[config.mk]
export PLATFORM = sky130hd
export DESIGN_NAME = osb_stop_sequencer
export DESIGN_NICKNAME = d
export VERILOG_FILES = /design/src/design/osb_ms_tick.v /design/src/design/osb_stop_sequencer.v
export VERILOG_INCLUDE_DIRS = /design/src /design/src/pkg
export SDC_FILE = /design/constraint.sdc
export NUM_CORES = 1
export LEC_CHECK = 0
export BUFFER_PORTS_ARGS = -buffer_cell sky130_fd_sc_hd__buf_2
export CORE_MARGIN = 2
export CORE_UTILIZATION = 26
export CTS_CLUSTER_DIAMETER = 100
export DETAILED_ROUTE_END_ITERATION = 16
export SLEW_MARGIN = 30
export SYNTH_ARGS = -nofsm -noshare
export SYNTH_HDL_FRONTEND = slang
export SYNTH_SLANG_ARGS = --single-unit
export TNS_END_PERCENT = 20
[constraint.sdc]
create_clock -name clock -period 12.45 [get_ports clock]
set_clock_uncertainty 0.2 [all_clocks]
set_input_delay 1.245 -clock clock [delete_from_list [all_inputs] [get_ports clock]]
set_output_delay 1.245 -clock clock [all_outputs]
set_load 0.05 [all_outputs]
[src/pkg/osb_map.vh]
// register offsets, field positions, reset values and timing counts of the stop sequencer
// assumes a 25 MHz clock and plain register port
`ifndef OSB_MAP_VH
`define OSB_MAP_VH
`define OSB_A_STOP_METHOD 4'h0
`define OSB_A_PLUG_TORQUE 4'h1
`define OSB_A_OUT_ALLOC 4'h2
`define OSB_A_SON_WAIT 4'h3
`define OSB_A_BASIC_WAIT 4'h4
`define OSB_A_BRK_SPEED 4'h5
`define OSB_A_BRK_TIME 4'h6
`define OSB_A_BASIC_FUNC 4'h7
`define OSB_A_STATUS 4'h8
`define OSB_A_TORQUE_OUT 4'h9
`define OSB_RST_STOP_METHOD 4'h0
`define OSB_RST_PLUG_TORQUE 9'h12c
`define OSB_MAX_PLUG_TORQUE 9'h12c
`define OSB_RST_OUT_ALLOC 12'hfff
`define OSB_RST_SON_WAIT 12'h000
`define OSB_RST_BASIC_WAIT 9'h000
`define OSB_MAX_BASIC_WAIT 9'h1f4
`define OSB_RST_BRK_SPEED 7'h64
`define OSB_MIN_BRK_SPEED 7'h0a
`define OSB_MAX_BRK_SPEED 7'h64
`define OSB_RST_BRK_TIME 7'h32
`define OSB_MIN_BRK_TIME 7'h0a
`define OSB_MAX_BRK_TIME 7'h64
`define OSB_RST_BASIC_FUNC 4'h0
`define OSB_BF_PWRLOSS 3
`define OSB_FN_BRAKE 4'h4
`define OSB_CLK_KHZ 25000
`define OSB_MS_CYCLES (`OSB_CLK_KHZ / 1000 * 1000)
`define OSB_TICK_MAX 15'h61a7
`define OSB_SON_LIMIT 12'h7d0
`define OSB_SM_DYN_COAST 4'h0
`define OSB_UNIT_MS_LAST 10'h009
`define OSB_FN_COUNT 4'hc
`define OSB_SM_COAST 4'h1
`define OSB_SM_LAST 4'h5
`endif

[src/design/osb_ms_tick.v]
// millisecond tick divider for the stop sequencer
// assumes one 25 MHz clock, synchronous active-low reset
`timescale 1ns/1ps
`include "osb_map.vh"
module osb_ms_tick (
    // clock and reset
    input wire clock,
    input wire rst_n,
    // one-cycle pulse every millisecond
    output reg tick_ms
);
    reg [14:0] cnt_q;
    always @(posedge clock) begin
        if (!rst_n) begin
            cnt_q <= 15'h0000;
            tick_ms <= 1'b0;
        end else if (cnt_q == `OSB_TICK_MAX) begin
            cnt_q <= 15'h0000;
            tick_ms <= 1'b1;
        end else begin
            cnt_q <= cnt_q + 15'h0001;
            tick_ms <= 1'b0;
        end
    end
endmodule

[src/design/osb_stop_sequencer.v]
// stop sequencer: overtravel and servo-off stop method, end state, brake interlock, power-loss policy
// assumes 25 MHz clock, synchronous inputs, plain register port with read data one cycle later
// Operation
// - code 0: dynamic brake, then coast
// - code 1: coast to halt, then coast
// - codes 2-5 plug brake; servo-off dynamic or coast
// - end state coast 0-3, zero clamp 4-5
// - zero clamp holds zero position reference
// - stop method latched after each reset only
// - torque limit percent of rated torque
// - brake output low releases, high applies
// - brake unassigned to slots at reset; brake_interlock_out still driven
// - digit code 4 routes brake to slot
// - digit selects one of twelve functions
// - servo-off stop end held by signed/basic waits
// - running stop uses wait speed and time
// - power loss: continue if 0, alarm if 1
`timescale 1ns/1ps
`include "osb_map.vh"
module osb_stop_sequencer (
    // clock and reset
    input wire clock,
    input wire rst_n,
    // register port
    input wire [3:0] reg_addr,
    input wire [15:0] reg_wdata,
    input wire reg_wr,
    input wire reg_rd,
    // drive state inputs
    input wire servo_on,
    input wire alarm_in,
    input wire forward_limit_input,
    input wire reverse_limit_input,
    input wire main_power_lost,
    input wire [6:0] motor_speed_rpm,
    // sources for the output slots, indexed by function code 0..11
    input wire [11:0] out_sources,
    // read data, one cycle after the read strobe
    output reg [15:0] reg_rdata,
    // power stage commands
    output reg dynamic_brake,
    output reg power_enable,
    output reg plug_brake,
    output reg zero_clamp,
    output reg [8:0] torque_limit_pct,
    output reg power_loss_alarm,
    // output slots, active low, with brake interlock routed when allocated
    output reg [2:0] slot_out_n,
    output reg brake_interlock_out
);
    localparam [2:0] ST_RUN = 3'h0;
    localparam [2:0] ST_LIMIT_STOP = 3'h1;
    localparam [2:0] ST_SOFF_STOP = 3'h2;
    localparam [2:0] ST_COAST = 3'h3;
    localparam [2:0] ST_CLAMP = 3'h4;
    localparam [2:0] ST_IDLE = 3'h5;

    // power-up value only: rst_n leaves the stored method alone
    reg [3:0] stop_method_select_q = `OSB_RST_STOP_METHOD;
    reg [3:0] stop_method_act_q;
    reg [8:0] plug_brake_torque_limit_q;
    reg [11:0] output_function_alloc_q;
    reg [11:0] servo_on_wait_time_q;
    reg [8:0] basic_wait_time_q;
    reg [6:0] brake_wait_speed_q;
    reg [6:0] brake_wait_time_q;
    reg [3:0] basic_function_select_q;
    reg [2:0] state_q;
    reg boot_q;
    reg [12:0] wait_q;
    reg [9:0] sub_q;
    reg brake_hold_q;
    wire tick_ms;
    wire overtravel = forward_limit_input | reverse_limit_input;
    wire stop_req = !servo_on | alarm_in;
    wire soff_dyn = (stop_method_act_q == `OSB_SM_DYN_COAST) || !stop_method_act_q[0];
    wire to_clamp = stop_method_act_q[2];
    wire plug_mode = (stop_method_act_q > `OSB_SM_COAST);
    wire slow = motor_speed_rpm < brake_wait_speed_q;
    // a negative servo-on wait adds no delay after the brake
    wire [11:0] son_mag = servo_on_wait_time_q[11] ? (12'h000 - servo_on_wait_time_q) : servo_on_wait_time_q;
    wire [12:0] soff_wait_ms = {1'b0, servo_on_wait_time_q[11] ? 12'h000 : son_mag};

    osb_ms_tick u_tick (
        .clock(clock),
        .rst_n(rst_n),
        .tick_ms(tick_ms)
    );

    // register writes; out-of-range values are clamped to the documented range
    always @(posedge clock) begin
        if (!rst_n) begin
            plug_brake_torque_limit_q <= `OSB_RST_PLUG_TORQUE;
            output_function_alloc_q <= `OSB_RST_OUT_ALLOC;
            servo_on_wait_time_q <= `OSB_RST_SON_WAIT;
            basic_wait_time_q <= `OSB_RST_BASIC_WAIT;
            brake_wait_speed_q <= `OSB_RST_BRK_SPEED;
            brake_wait_time_q <= `OSB_RST_BRK_TIME;
            basic_function_select_q <= `OSB_RST_BASIC_FUNC;
        end else if (reg_wr) begin
            case (reg_addr)
                `OSB_A_PLUG_TORQUE: begin
                    plug_brake_torque_limit_q <= (reg_wdata[8:0] > `OSB_MAX_PLUG_TORQUE || reg_wdata[15:9] != 7'h00)
                        ? `OSB_MAX_PLUG_TORQUE : reg_wdata[8:0];
                end
                `OSB_A_OUT_ALLOC: output_function_alloc_q <= reg_wdata[11:0];
                `OSB_A_SON_WAIT: begin
                    // signed ms, clamped to +/-2000
                    if (!reg_wdata[15] && reg_wdata[14:0] > {3'h0, `OSB_SON_LIMIT})
                        servo_on_wait_time_q <= `OSB_SON_LIMIT;
                    else if (reg_wdata[15] && reg_wdata < (16'h0000 - {4'h0, `OSB_SON_LIMIT}))
                        servo_on_wait_time_q <= 12'h000 - `OSB_SON_LIMIT;
                    else
                        servo_on_wait_time_q <= reg_wdata[11:0];
                end
                `OSB_A_BASIC_WAIT: begin
                    basic_wait_time_q <= (reg_wdata[8:0] > `OSB_MAX_BASIC_WAIT || reg_wdata[15:9] != 7'h00)
                        ? `OSB_MAX_BASIC_WAIT : reg_wdata[8:0];
                end
                `OSB_A_BRK_SPEED: begin
                    if (reg_wdata[6:0] < `OSB_MIN_BRK_SPEED)
                        brake_wait_speed_q <= `OSB_MIN_BRK_SPEED;
                    else if (reg_wdata[6:0] > `OSB_MAX_BRK_SPEED || reg_wdata[15:7] != 9'h000)
                        brake_wait_speed_q <= `OSB_MAX_BRK_SPEED;
                    else
                        brake_wait_speed_q <= reg_wdata[6:0];
                end
                `OSB_A_BRK_TIME: begin
                    if (reg_wdata[6:0] < `OSB_MIN_BRK_TIME)
                        brake_wait_time_q <= `OSB_MIN_BRK_TIME;
                    else if (reg_wdata[6:0] > `OSB_MAX_BRK_TIME || reg_wdata[15:7] != 9'h000)
                        brake_wait_time_q <= `OSB_MAX_BRK_TIME;
                    else
                        brake_wait_time_q <= reg_wdata[6:0];
                end
                `OSB_A_BASIC_FUNC: basic_function_select_q <= reg_wdata[3:0];
                default: ;
            endcase
        end
    end

    // reads answer one cycle later; unmapped addresses read zero
    always @(posedge clock) begin
        if (!rst_n) begin
            reg_rdata <= 16'h0000;
        end else if (reg_rd) begin
            case (reg_addr)
                `OSB_A_STOP_METHOD: reg_rdata <= {12'h000, stop_method_select_q};
                `OSB_A_PLUG_TORQUE: reg_rdata <= {7'h00, plug_brake_torque_limit_q};
                `OSB_A_OUT_ALLOC: reg_rdata <= {4'h0, output_function_alloc_q};
                `OSB_A_SON_WAIT: reg_rdata <= {{4{servo_on_wait_time_q[11]}}, servo_on_wait_time_q};
                `OSB_A_BASIC_WAIT: reg_rdata <= {7'h00, basic_wait_time_q};
                `OSB_A_BRK_SPEED: reg_rdata <= {9'h000, brake_wait_speed_q};
                `OSB_A_BRK_TIME: reg_rdata <= {9'h000, brake_wait_time_q};
                `OSB_A_BASIC_FUNC: reg_rdata <= {12'h000, basic_function_select_q};
                `OSB_A_STATUS: reg_rdata <= {4'h0, stop_method_act_q, 1'b0, state_q, power_loss_alarm,
                    brake_interlock_out, plug_brake, zero_clamp};
                `OSB_A_TORQUE_OUT: reg_rdata <= {7'h00, torque_limit_pct};
                default: reg_rdata <= 16'h0000;
            endcase
        end else begin
            reg_rdata <= 16'h0000;
        end
    end

    // stop method writes: the whole word must be a legal code, else ignored;
    // no reset here, so a new method survives rst_n and waits for the next latch
    always @(posedge clock) begin
        if (rst_n && reg_wr && reg_addr == `OSB_A_STOP_METHOD) begin
            if (reg_wdata[15:4] == 12'h000 && reg_wdata[3:0] <= `OSB_SM_LAST)
                stop_method_select_q <= reg_wdata[3:0];
        end
    end

    // stop method in use is caught once, in the first clocked cycle after reset
    always @(posedge clock) begin
        if (!rst_n) begin
            boot_q <= 1'b1;
            stop_method_act_q <= `OSB_RST_STOP_METHOD;
        end else if (boot_q) begin
            boot_q <= 1'b0;
            stop_method_act_q <= stop_method_select_q;
        end
    end

    // stop sequencing and brake timing
    always @(posedge clock) begin
        if (!rst_n) begin
            state_q <= ST_IDLE;
            wait_q <= 13'h0000;
            sub_q <= 10'h000;
            brake_hold_q <= 1'b1;
            power_loss_alarm <= 1'b0;
        end else begin
            // sticky until servo-on is asked again with no alarm
            if (main_power_lost && basic_function_select_q[`OSB_BF_PWRLOSS])
                power_loss_alarm <= 1'b1;
            else if (servo_on && !alarm_in)
                power_loss_alarm <= 1'b0;
            case (state_q)
                ST_IDLE: begin
                    brake_hold_q <= 1'b1;
                    if (servo_on && !alarm_in && !power_loss_alarm) begin
                        state_q <= ST_RUN;
                        brake_hold_q <= 1'b0;
                    end
                end
                ST_RUN: begin
                    brake_hold_q <= 1'b0;
                    wait_q <= 13'h0000;
                    sub_q <= 10'h000;
                    if (stop_req || power_loss_alarm)
                        state_q <= ST_SOFF_STOP;
                    else if (overtravel)
                        state_q <= ST_LIMIT_STOP;
                end
                ST_LIMIT_STOP: begin
                    // servo-off or alarm during a limit stop takes over
                    if (stop_req || power_loss_alarm)
                        state_q <= ST_SOFF_STOP;
                    else if (!overtravel)
                        state_q <= ST_RUN;
                    else if (motor_speed_rpm == 7'h00)
                        state_q <= to_clamp ? ST_CLAMP : ST_COAST;
                end
                ST_SOFF_STOP: begin
                    // brake applies when slow, or when the wait time runs out
                    if (tick_ms) begin
                        if (sub_q == `OSB_UNIT_MS_LAST) begin
                            sub_q <= 10'h000;
                            if (wait_q != 13'h1fff)
                                wait_q <= wait_q + 13'h0001;
                        end else begin
                            sub_q <= sub_q + 10'h001;
                        end
                    end
                    if ((wait_q >= {6'h00, brake_wait_time_q}) || slow)
                        brake_hold_q <= 1'b1;
                    if (wait_q >= {4'h0, basic_wait_time_q} && wait_q >= soff_wait_ms[12:0] / 13'h000a
                        && brake_hold_q && motor_speed_rpm == 7'h00)
                        state_q <= ST_COAST;
                end
                ST_COAST: begin
                    brake_hold_q <= 1'b1;
                    if (!stop_req && !power_loss_alarm && !overtravel)
                        state_q <= ST_RUN;
                end
                ST_CLAMP: begin
                    if (stop_req || power_loss_alarm)
                        state_q <= ST_SOFF_STOP;
                    else if (!overtravel)
                        state_q <= ST_RUN;
                end
                default: state_q <= ST_IDLE;
            endcase
        end
    end

    // power stage commands, registered
    always @(posedge clock) begin
        if (!rst_n) begin
            dynamic_brake <= 1'b0;
            power_enable <= 1'b0;
            plug_brake <= 1'b0;
            zero_clamp <= 1'b0;
            torque_limit_pct <= `OSB_RST_PLUG_TORQUE;
        end else begin
            dynamic_brake <= (state_q == ST_SOFF_STOP && soff_dyn) ||
                (state_q == ST_LIMIT_STOP && stop_method_act_q == `OSB_SM_DYN_COAST);
            power_enable <= (state_q == ST_RUN) || (state_q == ST_CLAMP) ||
                (state_q == ST_LIMIT_STOP && plug_mode);
            plug_brake <= (state_q == ST_LIMIT_STOP) && plug_mode;
            zero_clamp <= (state_q == ST_CLAMP);
            torque_limit_pct <= plug_brake_torque_limit_q;
        end
    end

    // output slot routing; a digit of F leaves the slot unused
    genvar g;
    generate
        for (g = 0; g < 3; g = g + 1) begin : g_slot
            wire [3:0] fn = output_function_alloc_q[4*g+3:4*g];
            always @(posedge clock) begin
                if (!rst_n)
                    slot_out_n[g] <= 1'b1;
                else if (fn == `OSB_FN_BRAKE)
                    slot_out_n[g] <= brake_hold_q;
                else if (fn < `OSB_FN_COUNT)
                    slot_out_n[g] <= !out_sources[fn];
                else
                    slot_out_n[g] <= 1'b1;
            end
        end
    endgenerate

    // brake interlock level: low releases, high applies
    always @(posedge clock) begin
        if (!rst_n)
            brake_interlock_out <= 1'b1;
        else
            brake_interlock_out <= brake_hold_q;
    end
endmodule

==> Word-level counts from Yosys, hierarchy flattened <==
Index checks and enable logic that the tools add are counted.
{ "classes": {"add_sub_neg": 3, "div": 1, "n_lt_le_gt_ge": 18, "n_eq_ne": 30, "muxes": 46, "bitwise_logic": 3, "n_reduce_logical": 59} }
{ "ops": {"columns": ["operator", "count"], "rows": [
  ["one-hot mux 16 bit (10 select lines)", 1],
  ["2-to-1 mux 13 bit", 3],
  ["2-to-1 mux 3 bit", 11],
  ["equality test 4 x 3 -> 1 bit (second input constant)", 7],
  ["one-hot mux 13 bit (2 select lines)", 1],
  ["2-to-1 mux 12 bit", 2],
  ["AND reduction 2 bit", 11],
  ["2-to-1 mux 10 bit", 2],
  ["one-hot mux 10 bit (2 select lines)", 1],
  ["greater-than comparator 9 bit (second input constant)", 2],
  ["2-to-1 mux 9 bit", 2],
  ["one-hot mux 3 bit (6 select lines)", 1],
  ["logical AND 1 bit", 16],
  ["less-than comparator 16 bit (second input constant)", 1],
  ["adder 15 x 1 -> 15 bit (second input constant)", 1],
  ["equality test 15 bit (second input constant)", 1],
  ["greater-than comparator 15 x 11 -> 1 bit (second input constant)", 1],
  ["less-than comparator 4 x 5 -> 1 bit (second input constant)", 3],
  ["2-to-1 mux 1 bit", 15],
  ["2-to-1 mux 7 bit", 2],
  ["adder 13 x 1 -> 13 bit (second input constant)", 1],
  ["divider 12 x 4 -> 13 bit (second input constant)", 1],
  ["greater-or-equal comparator 13 bit", 1],
  ["greater-or-equal comparator 13 x 7 -> 1 bit", 1],
  ["other kinds (38)", 72]
]} }
{ "totals": {"regBits": 146, "input_bits": 48, "output_inout_bits": 34, "word_cells": 187} }

==> Longest topological paths before layout <==
Gate-level depths: netlist (run 1).
{ "logic_depth": {"depth_word": 8, "mapped_depth": 22, "depth_no_buf": 19} }

==> By module <==
Synthesis (run 1) repeated with hierarchy kept, for this count alone.
{ "hier_totals": {"hier_cells": 972, "area_unflattened_um2": 8074.0} }
{ "modules_own_cells": {"columns": ["mod", "instances", "cells_each", "area_per_inst_um2", "seq_area_each_um2"], "rows": [
  ["osb_stop_sequencer", 1, 894, 7363.3, 2582.5],
  ["osb_ms_tick", 1, 78, 710.7, 320.3]
]} }

==> Worst setup path before layout (run 1) <==
Ideal clock, no wire load.
{ "synth_path": {"kind": "reg-to-reg", "from": "register servo_on_wait_time_q[8]", "to": "register state_q[0]", "setup_ns": 0.122, "arrival_time_ns": 3.892, "required_ns": 12.128, "slack_ns": 8.236, "path_stages_with_launch": 22, "path_buffers": 2, "period_less_slack_ns": 4.214, "cell_sequence": "dfxtp_1 buf_6 nor2b_4 a221o_1 mux2i_4 buf_6 nand4_1 o21ai_1 nor3_2 or2_2 a211oi_1 a211oi_1 ha_1 nor2b_1 o21a_1 o21a_1 o21a_1 o21ai_0 nand2b_1 a2111oi_0 o41ai_1 a311o_1"} }
{ "synth_via": {"elab_chain_cells": 8} }
{ "synth_lines": {"columns": ["element", "line_no", "rtl"], "rows": [
  ["from (decl)", "osb_stop_sequencer.v:63", "reg [11:0] servo_on_wait_time_q;"],
  ["from (signal assigned)", "osb_stop_sequencer.v:95", "servo_on_wait_time_q <= `OSB_RST_SON_WAIT;"],
  ["from (signal assigned)", "osb_stop_sequencer.v:110", "servo_on_wait_time_q <= `OSB_SON_LIMIT;"],
  ["from (signal assigned)", "osb_stop_sequencer.v:112", "servo_on_wait_time_q <= 12'h000 - `OSB_SON_LIMIT;"],
  ["2-to-1 mux 11 bit", "osb_stop_sequencer.v:82", "wire [12:0] soff_wait_ms = {1'b0, servo_on_wait_time_q[11] ? 12'h000 : son_mag};"],
  ["divider 12 x 4 -> 13 bit", "osb_stop_sequencer.v:239", "if (wait_q >= {4'h0, basic_wait_time_q} && wait_q >= soff_wait_ms[12:0] / 13'h000a"],
  ["greater-or-equal comparator 13 bit", "osb_stop_sequencer.v:239", null],
  ["logical AND 1 bit", "osb_stop_sequencer.v:239", null],
  ["logical AND 1 bit (2 in a row)", "osb_stop_sequencer.v:240", "&& brake_hold_q && motor_speed_rpm == 7'h00)"],
  ["inequality test 2 bit (no source line)", null, null],
  ["AND reduction 6 bit (no source line)", null, null],
  ["to (signal assigned)", "osb_stop_sequencer.v:224", "state_q <= to_clamp ? ST_CLAMP : ST_COAST;"],
  ["to (decl)", "osb_stop_sequencer.v:68", "reg [2:0] state_q;"]
]} }
Every way passes these cells.
A chain may end at the register's enable or synchronous reset.

==> Final worst setup path (run 1) <==
{ "layout_path": {"from": "register servo_on_wait_time_q[9]", "to": "register state_q[0]"} }
The elaborated chain is that of the path after synthesis.

==> impl_metrics.py, run 1 <==
metrics = {
    "layout": {
        "register_area_um2": 2903,
        "layout_commonest_cell": "dfxtp_1",
        "drive_gt1_share_pct": 15.85,
        "fillCellCount": 3345,
        "final_nets": 1110,
        "antenna_cells": 0,
        "post-route-cell-area_um2": 9488,
        "layout_common_cells": "139 x dfxtp_1, 121 x nor2_1, 101 x nand2_1",
        "multi_input_area_um2": 4905,
        "area_growth_pct": 15.23,
    },
    "route": {
        "vias": 7556,
        "drt_iter0_markers": 707,
        "vias_per_cell": 5.236,
        "drc": 0,
        "routed_wl_mm": 24.97,
        "ant_nets": 0,
        "wire_per_inst_um": 17.30,
        "dr.pass1.iters": 5,
    },
    "clocking": {
        "cts_buffers": 17,
        "root_buffer": "clkbuf_16",
        "clock-sinks": 143,
        "clk_latency_ns": 0.44,
        "path_clk_slew_ns": 0.06,
        "clockBufferDepth": 2,
        "post_cts_buffers": 0,
        "htreeDepth": 4,
        "tritoncts": "built",
        "postCtsHoldBufs": 0,
        "cts_resized": 0,
    },
    "grt": {
        "grt_pass1_wl_mm": 39.36,
        "grt_pass1_vias": 6973,
        "grt.total_usage_pct": 15.14,
        "overflow": 0,
        "antenna_found_initial": 0,
        "grt_max_degree": 55,
    },
    "floorplanning": {
        "initial_core_util_pct": 26.23,
        "die_area_um2": 33110,
        "core_um2": 31390,
        "dieWidth_um": 182.0,
        "core.rowCount": 65,
        "pin_count": 82,
        "die_h_um": 182.0,
    },
    "logic_synthesis": {
        "async_flop_share_pct": 0,
        "yosys_warnings": 0,
        "netlist_instances": 985,
        "yosys_most_used_dff": "dfxtp_1",
        "postSynthAreaPerCell_um2": 8.360,
        "synth_area_leaders": "dfxtp_1 34%, nor2_1 5.5%, ha_1 5.2%",
        "yosysSeqAreaShare_pct": 35.25,
        "synth_top_area_share_pct": 33.79,
        "synth_edf_count": 4,
        "yosysTopAreaCell": "dfxtp_1",
        "synthesis.area_um2": 8234,
        "ys_seq_elements": 143,
        "ys_types": 90,
        "syn-num-nets": 1067,
    },
    "power": {
        "p_seq_share_pct": 42.1,
        "p_per_area_nw_per_um2": 126.6,
        "internal_power_w": 0.0008379,
        "p_sw_w": 0.0003636,
        "clockPowerShare_pct": 43.7,
        "comb_power_share_pct": 14.2,
        "ir_drop_mv": 0.09858,
        "p_leak_nw": 3.624,
        "sw_frac_of_total_pct": 30.26,
    },
    "timing": {
        "clock.fmax_mhz": 186.1,
        "setup_viol": 0,
        "period_needed_ns": 5.372,
        "finalHoldViolCount": 0,
        "setup-tns-final_ns": 0,
        "period_share_pct": 43.15,
        "slew_headroom_pct": 44.28,
        "slew_viol_final": 0,
        "tightest_slew_ns": 0.8346,
        "rsz0062_at_grt": "no",
    },
    "worst_setup_path": {
        "crit_type": "flip-flop to flip-flop",
        "critPathLaunchType": "flip-flop",
        "required_ns": 12.57,
        "worstPathMaxFanout": 24,
        "cp.arrival_ns": 5.49,
        "endpoint_kind": "flip-flop",
    },
    "place": {
        "placed_area_um2": 8879,
        "routabilityCongestion": 0.8709,
        "place_hpwl_mm": 18.24,
        "io_buffers": 80,
    },
    "worst_hold_path": {
        "hold_path_class": "flip-flop to flip-flop",
    },
    "run": {
        "max_cap_viol_count": 0,
    },
    "run_status": {
        "outcome": "complete, no violations",
    },
}
[power by group through the flow]
| stage | Combinational, W | Clock (W) | Sequential (W) |
|---|---|---|---|
| 6_report | 0.000170 | 0.000525 | 0.000506 |
| 5_1_grt | 0.000187 | 0.000554 | 0.000509 |
| 4_1_cts | 0.000169 | 0.000534 | 0.000506 |
| 3_5_place_dp | 0.000168 | 0 | 0.000516 |
| 3_3_place_gp | 0.000167 | 0 | 0.000516 |
| 2_1_floorplan | 0.000116 | 0 | 0.000511 |
[Yosys cell counts (all sizes together) (7+ instances only)]
library cell / count
a21oi: 50
a221oi: 8
a22o: 8
a22oi: 17
a31oi: 10
a32o: 7
and2: 8
and3: 13
buf: 18
clkbuf: 43
dfxtp: 139
ha: 34
inv: 36
mux2: 13
mux2i: 17
mux4: 7
nand2: 101
nand2b: 15
nand3: 41
nand4: 17
nor2: 121
nor2b: 24
nor3: 20
nor4: 8
o211ai: 19
o21ai: 44
or3: 14
xnor2: 10
xor2: 22
[worst max-delay path: stages, from the launching register on]
cell       delay [ns]
dfxtp_1          0.77
nor2b_1          0.54
xnor2_1          0.20
o311ai_2         0.39
nand4_1          0.14
o21ai_1          0.14
nor3_2           0.09
or2_2            0.31
a211oi_1         0.19
a211oi_1         0.09
ha_1             0.30
nor2b_1          0.13
o21a_1           0.16
o21a_1           0.16
o21a_1           0.15
o21ai_0          0.14
nand2b_1         0.07
a2111oi_0        0.61
o41ai_1          0.15
a311o_1          0.32
[sequential cells by signal (all words and copies together) (netlist names), 10 cells and up]
name                     count
sub_q                       10
reg_rdata                   13
wait_q                      13
output_function_alloc_q     12
u_tick.cnt_q                15
servo_on_wait_time_q        12
[logic make-up after synthesis]
group | after synthesis | synth area share (%)
AND/OR/NAND/NOR | 413 | 24.74
AO/OA/AOI/OAI | 228 | 19.94
flip-flops | 143 | 35.25
buffers and inverters | 97 | 5.242
multiplexers | 37 | 5.911
adder cells (fa/ha/maj) | 35 | 5.288
XOR/XNOR | 32 | 3.632
[metrics by stage]
stage               cells  worst slack (ns)  util, %  power [W]  hold slack, ns
global placement     1411             7.142    28.28  0.0006826          0.2331
detailed placement   1411             7.161    28.28  0.0006841          0.2442
global route         1443             6.613    30.22   0.001250          0.2817
finish               1443             7.078    30.22   0.001202          0.2488
floorplan             985             8.236        -  0.0006266          0.2166
CTS                  1443             7.125    30.21   0.001209          0.2561
[layer usage]
layer,track usage [%],up-vias,share of wire (%)
li1,-,3659,-
met1,20.53,3554,45
met2,23.54,286,45
met3,2.627,57,6.9
met4,6.774,0,3.6
met5,0,-,0
[cell type report]
class | count | share of cell area, %
sequential | 143 | 30.59
clock buffer | 17 | 4.484
multi-input combinational | 745 | 51.69
clock inverter | 15 | 1.886
tap | 402 | 5.301
inverter | 36 | 1.424
timing repair buffer | 85 | 4.616
[worst paths after layout]
kind	start	endpoint	slack, ns	cells past startpoint
worst max-delay path	servo_on_wait_time_q[9]	state_q[0]	7.08	19
worst min-delay path	u_tick.cnt_q[0]	u_tick.cnt_q[0]	0.25	1
worst max register to register	servo_on_wait_time_q[9]	state_q[0]	7.08	19
worst min register to register	u_tick.cnt_q[0]	u_tick.cnt_q[0]	0.25	1
No activity file was read; power rests on OpenSTA's default activity.
==> run 2: changes to the inputs <==
--- a/config.mk
+++ b/config.mk
@@ -6,6 +6,7 @@
 export SDC_FILE = /design/constraint.sdc
 export NUM_CORES = 1
 export LEC_CHECK = 0
+export ABC_AREA = 1
 export BUFFER_PORTS_ARGS = -buffer_cell sky130_fd_sc_hd__buf_2
 export CORE_MARGIN = 2
 export CORE_UTILIZATION = 26
==> constraint.sdc (replaced) <==
create_clock -name clock -period 5.4 [get_ports clock]
set_clock_uncertainty 0.2 [all_clocks]
set_input_delay 0.54 -clock clock [delete_from_list [all_inputs] [get_ports clock]]
set_output_delay 0.54 -clock clock [all_outputs]
set_load 0.05 [all_outputs]
==> run 2 against run 1 <==
- combinational power is 140% higher
- total power is 130% higher
- global-route usage is 0.46 points higher
- register-to-register slack worse by 6.3 ns
- critical path depth is 14 higher
- die area is 3.4% lower
- non-clock buffer count is 1 lower
- critical path type unchanged
- largest power group unchanged
==> impl_metrics.py, run 2 <==
metrics = {
    "logic_synthesis": {
        "synthesis.area_um2": 7948,
        "synth_edf_count": 4,
        "yosysTopAreaCell": "dfxtp_1",
        "yosysMostFrequentCell": "inv_1",
        "ys_types": 53,
        "synth_top_area_share_pct": 35.01,
        "netlist_instances": 1108,
        "ys_seq_elements": 143,
        "yosys_most_used_dff": "dfxtp_1",
        "synth_area_leaders": "dfxtp_1 35%, inv_1 8.3%, nand2_1 8.2%",
        "yosys_warnings": 0,
        "synth_commonest_cells": "175 x inv_1, 174 x nand2_1, 139 x dfxtp_1",
        "syn-num-nets": 1190,
        "yosysSeqAreaShare_pct": 36.52,
        "postSynthAreaPerCell_um2": 7.173,
        "async_flop_share_pct": 0,
    },
    "clocking": {
        "clockBufferDepth": 2,
        "clock-sinks": 143,
        "clk_latency_ns": 0.43,
        "path_clk_slew_ns": 0.07,
        "postCtsHoldBufs": 0,
        "htreeDepth": 4,
        "root_buffer": "clkbuf_16",
        "cts_resized": 0,
        "tritoncts": "built",
        "cts_buffers": 17,
        "post_cts_buffers": 0,
    },
    "power": {
        "ir_drop_mv": 0.1498,
        "sw_frac_of_total_pct": 30.43,
        "p_sw_w": 0.0008389,
        "comb_power_share_pct": 14.9,
        "p_leak_nw": 4.078,
        "p_per_area_nw_per_um2": 294.8,
        "clockPowerShare_pct": 43.6,
        "p_seq_share_pct": 41.5,
        "internal_power_w": 0.001918,
    },
    "grt": {
        "grt_max_degree": 41,
        "grt.total_usage_pct": 15.60,
        "grt_pass1_vias": 7150,
        "antenna_found_initial": 0,
        "overflow": 0,
        "grt_pass1_wl_mm": 38.40,
    },
    "timing": {
        "setup_viol": 0,
        "fin_ws_ns": 0.7729,
        "rsz0062_at_grt": "no",
        "finalHoldViolCount": 0,
        "setup-tns-final_ns": 0,
        "tightest_slew_ns": 0.9087,
        "slew_headroom_pct": 38.62,
        "period_share_pct": 85.69,
        "slew_viol_final": 0,
        "clock.fmax_mhz": 216.1,
        "period_needed_ns": 4.627,
    },
    "worst_setup_path": {
        "crit_family": "simple AND/OR/NAND/NOR gates",
        "rr_worst_depth": 33,
        "r2r_start": "servo_on_wait_time_q[11]",
        "path_buf_inv": 0,
        "rrSetupSlack_ns": 0.77,
        "crit_top_cell": "nand3_1",
        "crit_type": "flip-flop to flip-flop",
        "cp.arrival_ns": 4.73,
        "critPathLaunchType": "flip-flop",
        "crit_path_top_delay_cell": "dfxtp_1",
        "endpoint_kind": "flip-flop",
        "worstPathMaxFanout": 9,
        "r2r_end": "state_q[1]",
        "cp_slowest_stage_delay_ns": 0.64,
        "required_ns": 5.50,
    },
    "route": {
        "drc": 0,
        "wire_per_inst_um": 15.41,
        "dr.pass1.iters": 6,
        "vias_per_cell": 4.903,
        "vias": 7806,
        "ant_nets": 0,
        "drt_iter0_markers": 624,
        "routed_wl_mm": 24.53,
    },
    "run": {
        "max_cap_viol_count": 0,
    },
    "worst_hold_path": {
        "whs_path_depth": 3,
        "hold_path_end": "power_loss_alarm",
        "hp-start": "main_power_lost",
        "hold_path_class": "input pin to flip-flop",
    },
    "place": {
        "routabilityCongestion": 0.9173,
        "dpl_worst_slack_ns": 0.7961,
        "io_buffers": 80,
        "place_hpwl_mm": 18.99,
    },
    "floorplanning": {
        "initial_core_util_pct": 26.19,
        "pin_count": 82,
        "die_area_um2": 31980,
        "core.rowCount": 64,
        "die_h_um": 178.8,
        "dieWidth_um": 178.8,
        "core_um2": 30350,
    },
    "layout": {
        "largest_reg_flops": 15,
        "regMostFlops": "u_tick.cnt_q",
        "layout_commonest_cell": "inv_1",
        "area_growth_pct": 17.63,
        "antenna_cells": 0,
        "drive_gt1_share_pct": 14.88,
        "top_regs": "u_tick.cnt_q x15, reg_rdata x13, wait_q x13",
        "layout_common_cells": "175 x inv_1, 174 x nand2_1, 139 x dfxtp_1",
        "final_nets": 1265,
    },
    "run_status": {
        "outcome": "complete, no violations",
    },
}
-- run 2: cells by family after synthesis --
family | count (synthesis) | share of synthesized area (%)
flops | 143 | 36.52
compound gates | 278 | 21.40
fa+ha+maj | 34 | 5.353
buf+inv | 220 | 10.72
xor+xnor | 8 | 0.8815
simple gates | 425 | 25.13
-- run 2: worst max path at each step --
stage	from	end	slack, ns	depth (start not counted)
floorplan	servo_on_wait_time_q[11]	state_q[1]	1.57	39
global placement	servo_on_wait_time_q[11]	state_q[1]	0.96	38
detailed placement	servo_on_wait_time_q[11]	state_q[1]	0.80	33
CTS	servo_on_wait_time_q[11]	state_q[1]	0.78	33
global route	servo_on_wait_time_q[11]	state_q[1]	0.29	33
finish	servo_on_wait_time_q[11]	state_q[1]	0.77	33
-- run 2: cell type report --
type	count	area (µm²)
Tap cell	396	495.5
Sequential cell	143	2903
Clock buffer	18	439.2
Timing Repair Buffer	84	430.4
Inverter	192	728.2
Fill cell	3262	21000
Multi-Input combinational cell	745	4193
Clock inverter	14	160.2
-- run 2: per-stage QoR --
stage	instance area, µm²	hold slack, ns	util (%)	std cells	total power (W)
floorplan	7948	0.2040	-	1108	0.001432
global placement	8750	0.2332	28.83	1560	0.001564
detailed placement	8750	0.2442	28.83	1560	0.001571
CTS	9349	0.1531	30.80	1592	0.002769
global route	9349	0.1909	30.80	1592	0.002866
finish	9349	0.1736	30.80	1592	0.002756
-- run 2: routing by layer --
layer,vias up,routed length [µm],GRT usage (%)
met4,0,703,6.843
li1,3903,-,-
met1,3562,10970,20.63
met2,295,11040,24.54
met3,46,1809,3.117
met5,-,0,0
-- run 2: tightest hold or removal path, delay by kind of cell --
family / cells / cell delay [ns]
compound gates: 1 / 0.06
simple gates: 1 / 0.06
buf+inv: 1 / 0.10
-- run 2: power groups by stage --
stage | Clock (W) | Sequential, W | Combinational, W
floorplan | 0 | 0.00118 | 0.000253
global route | 0.00126 | 0.00115 | 0.000457
detailed placement | 0 | 0.00117 | 0.000404
CTS | 0.00122 | 0.00114 | 0.000408
finish | 0.00120 | 0.00114 | 0.000411
global placement | 0 | 0.00117 | 0.000398
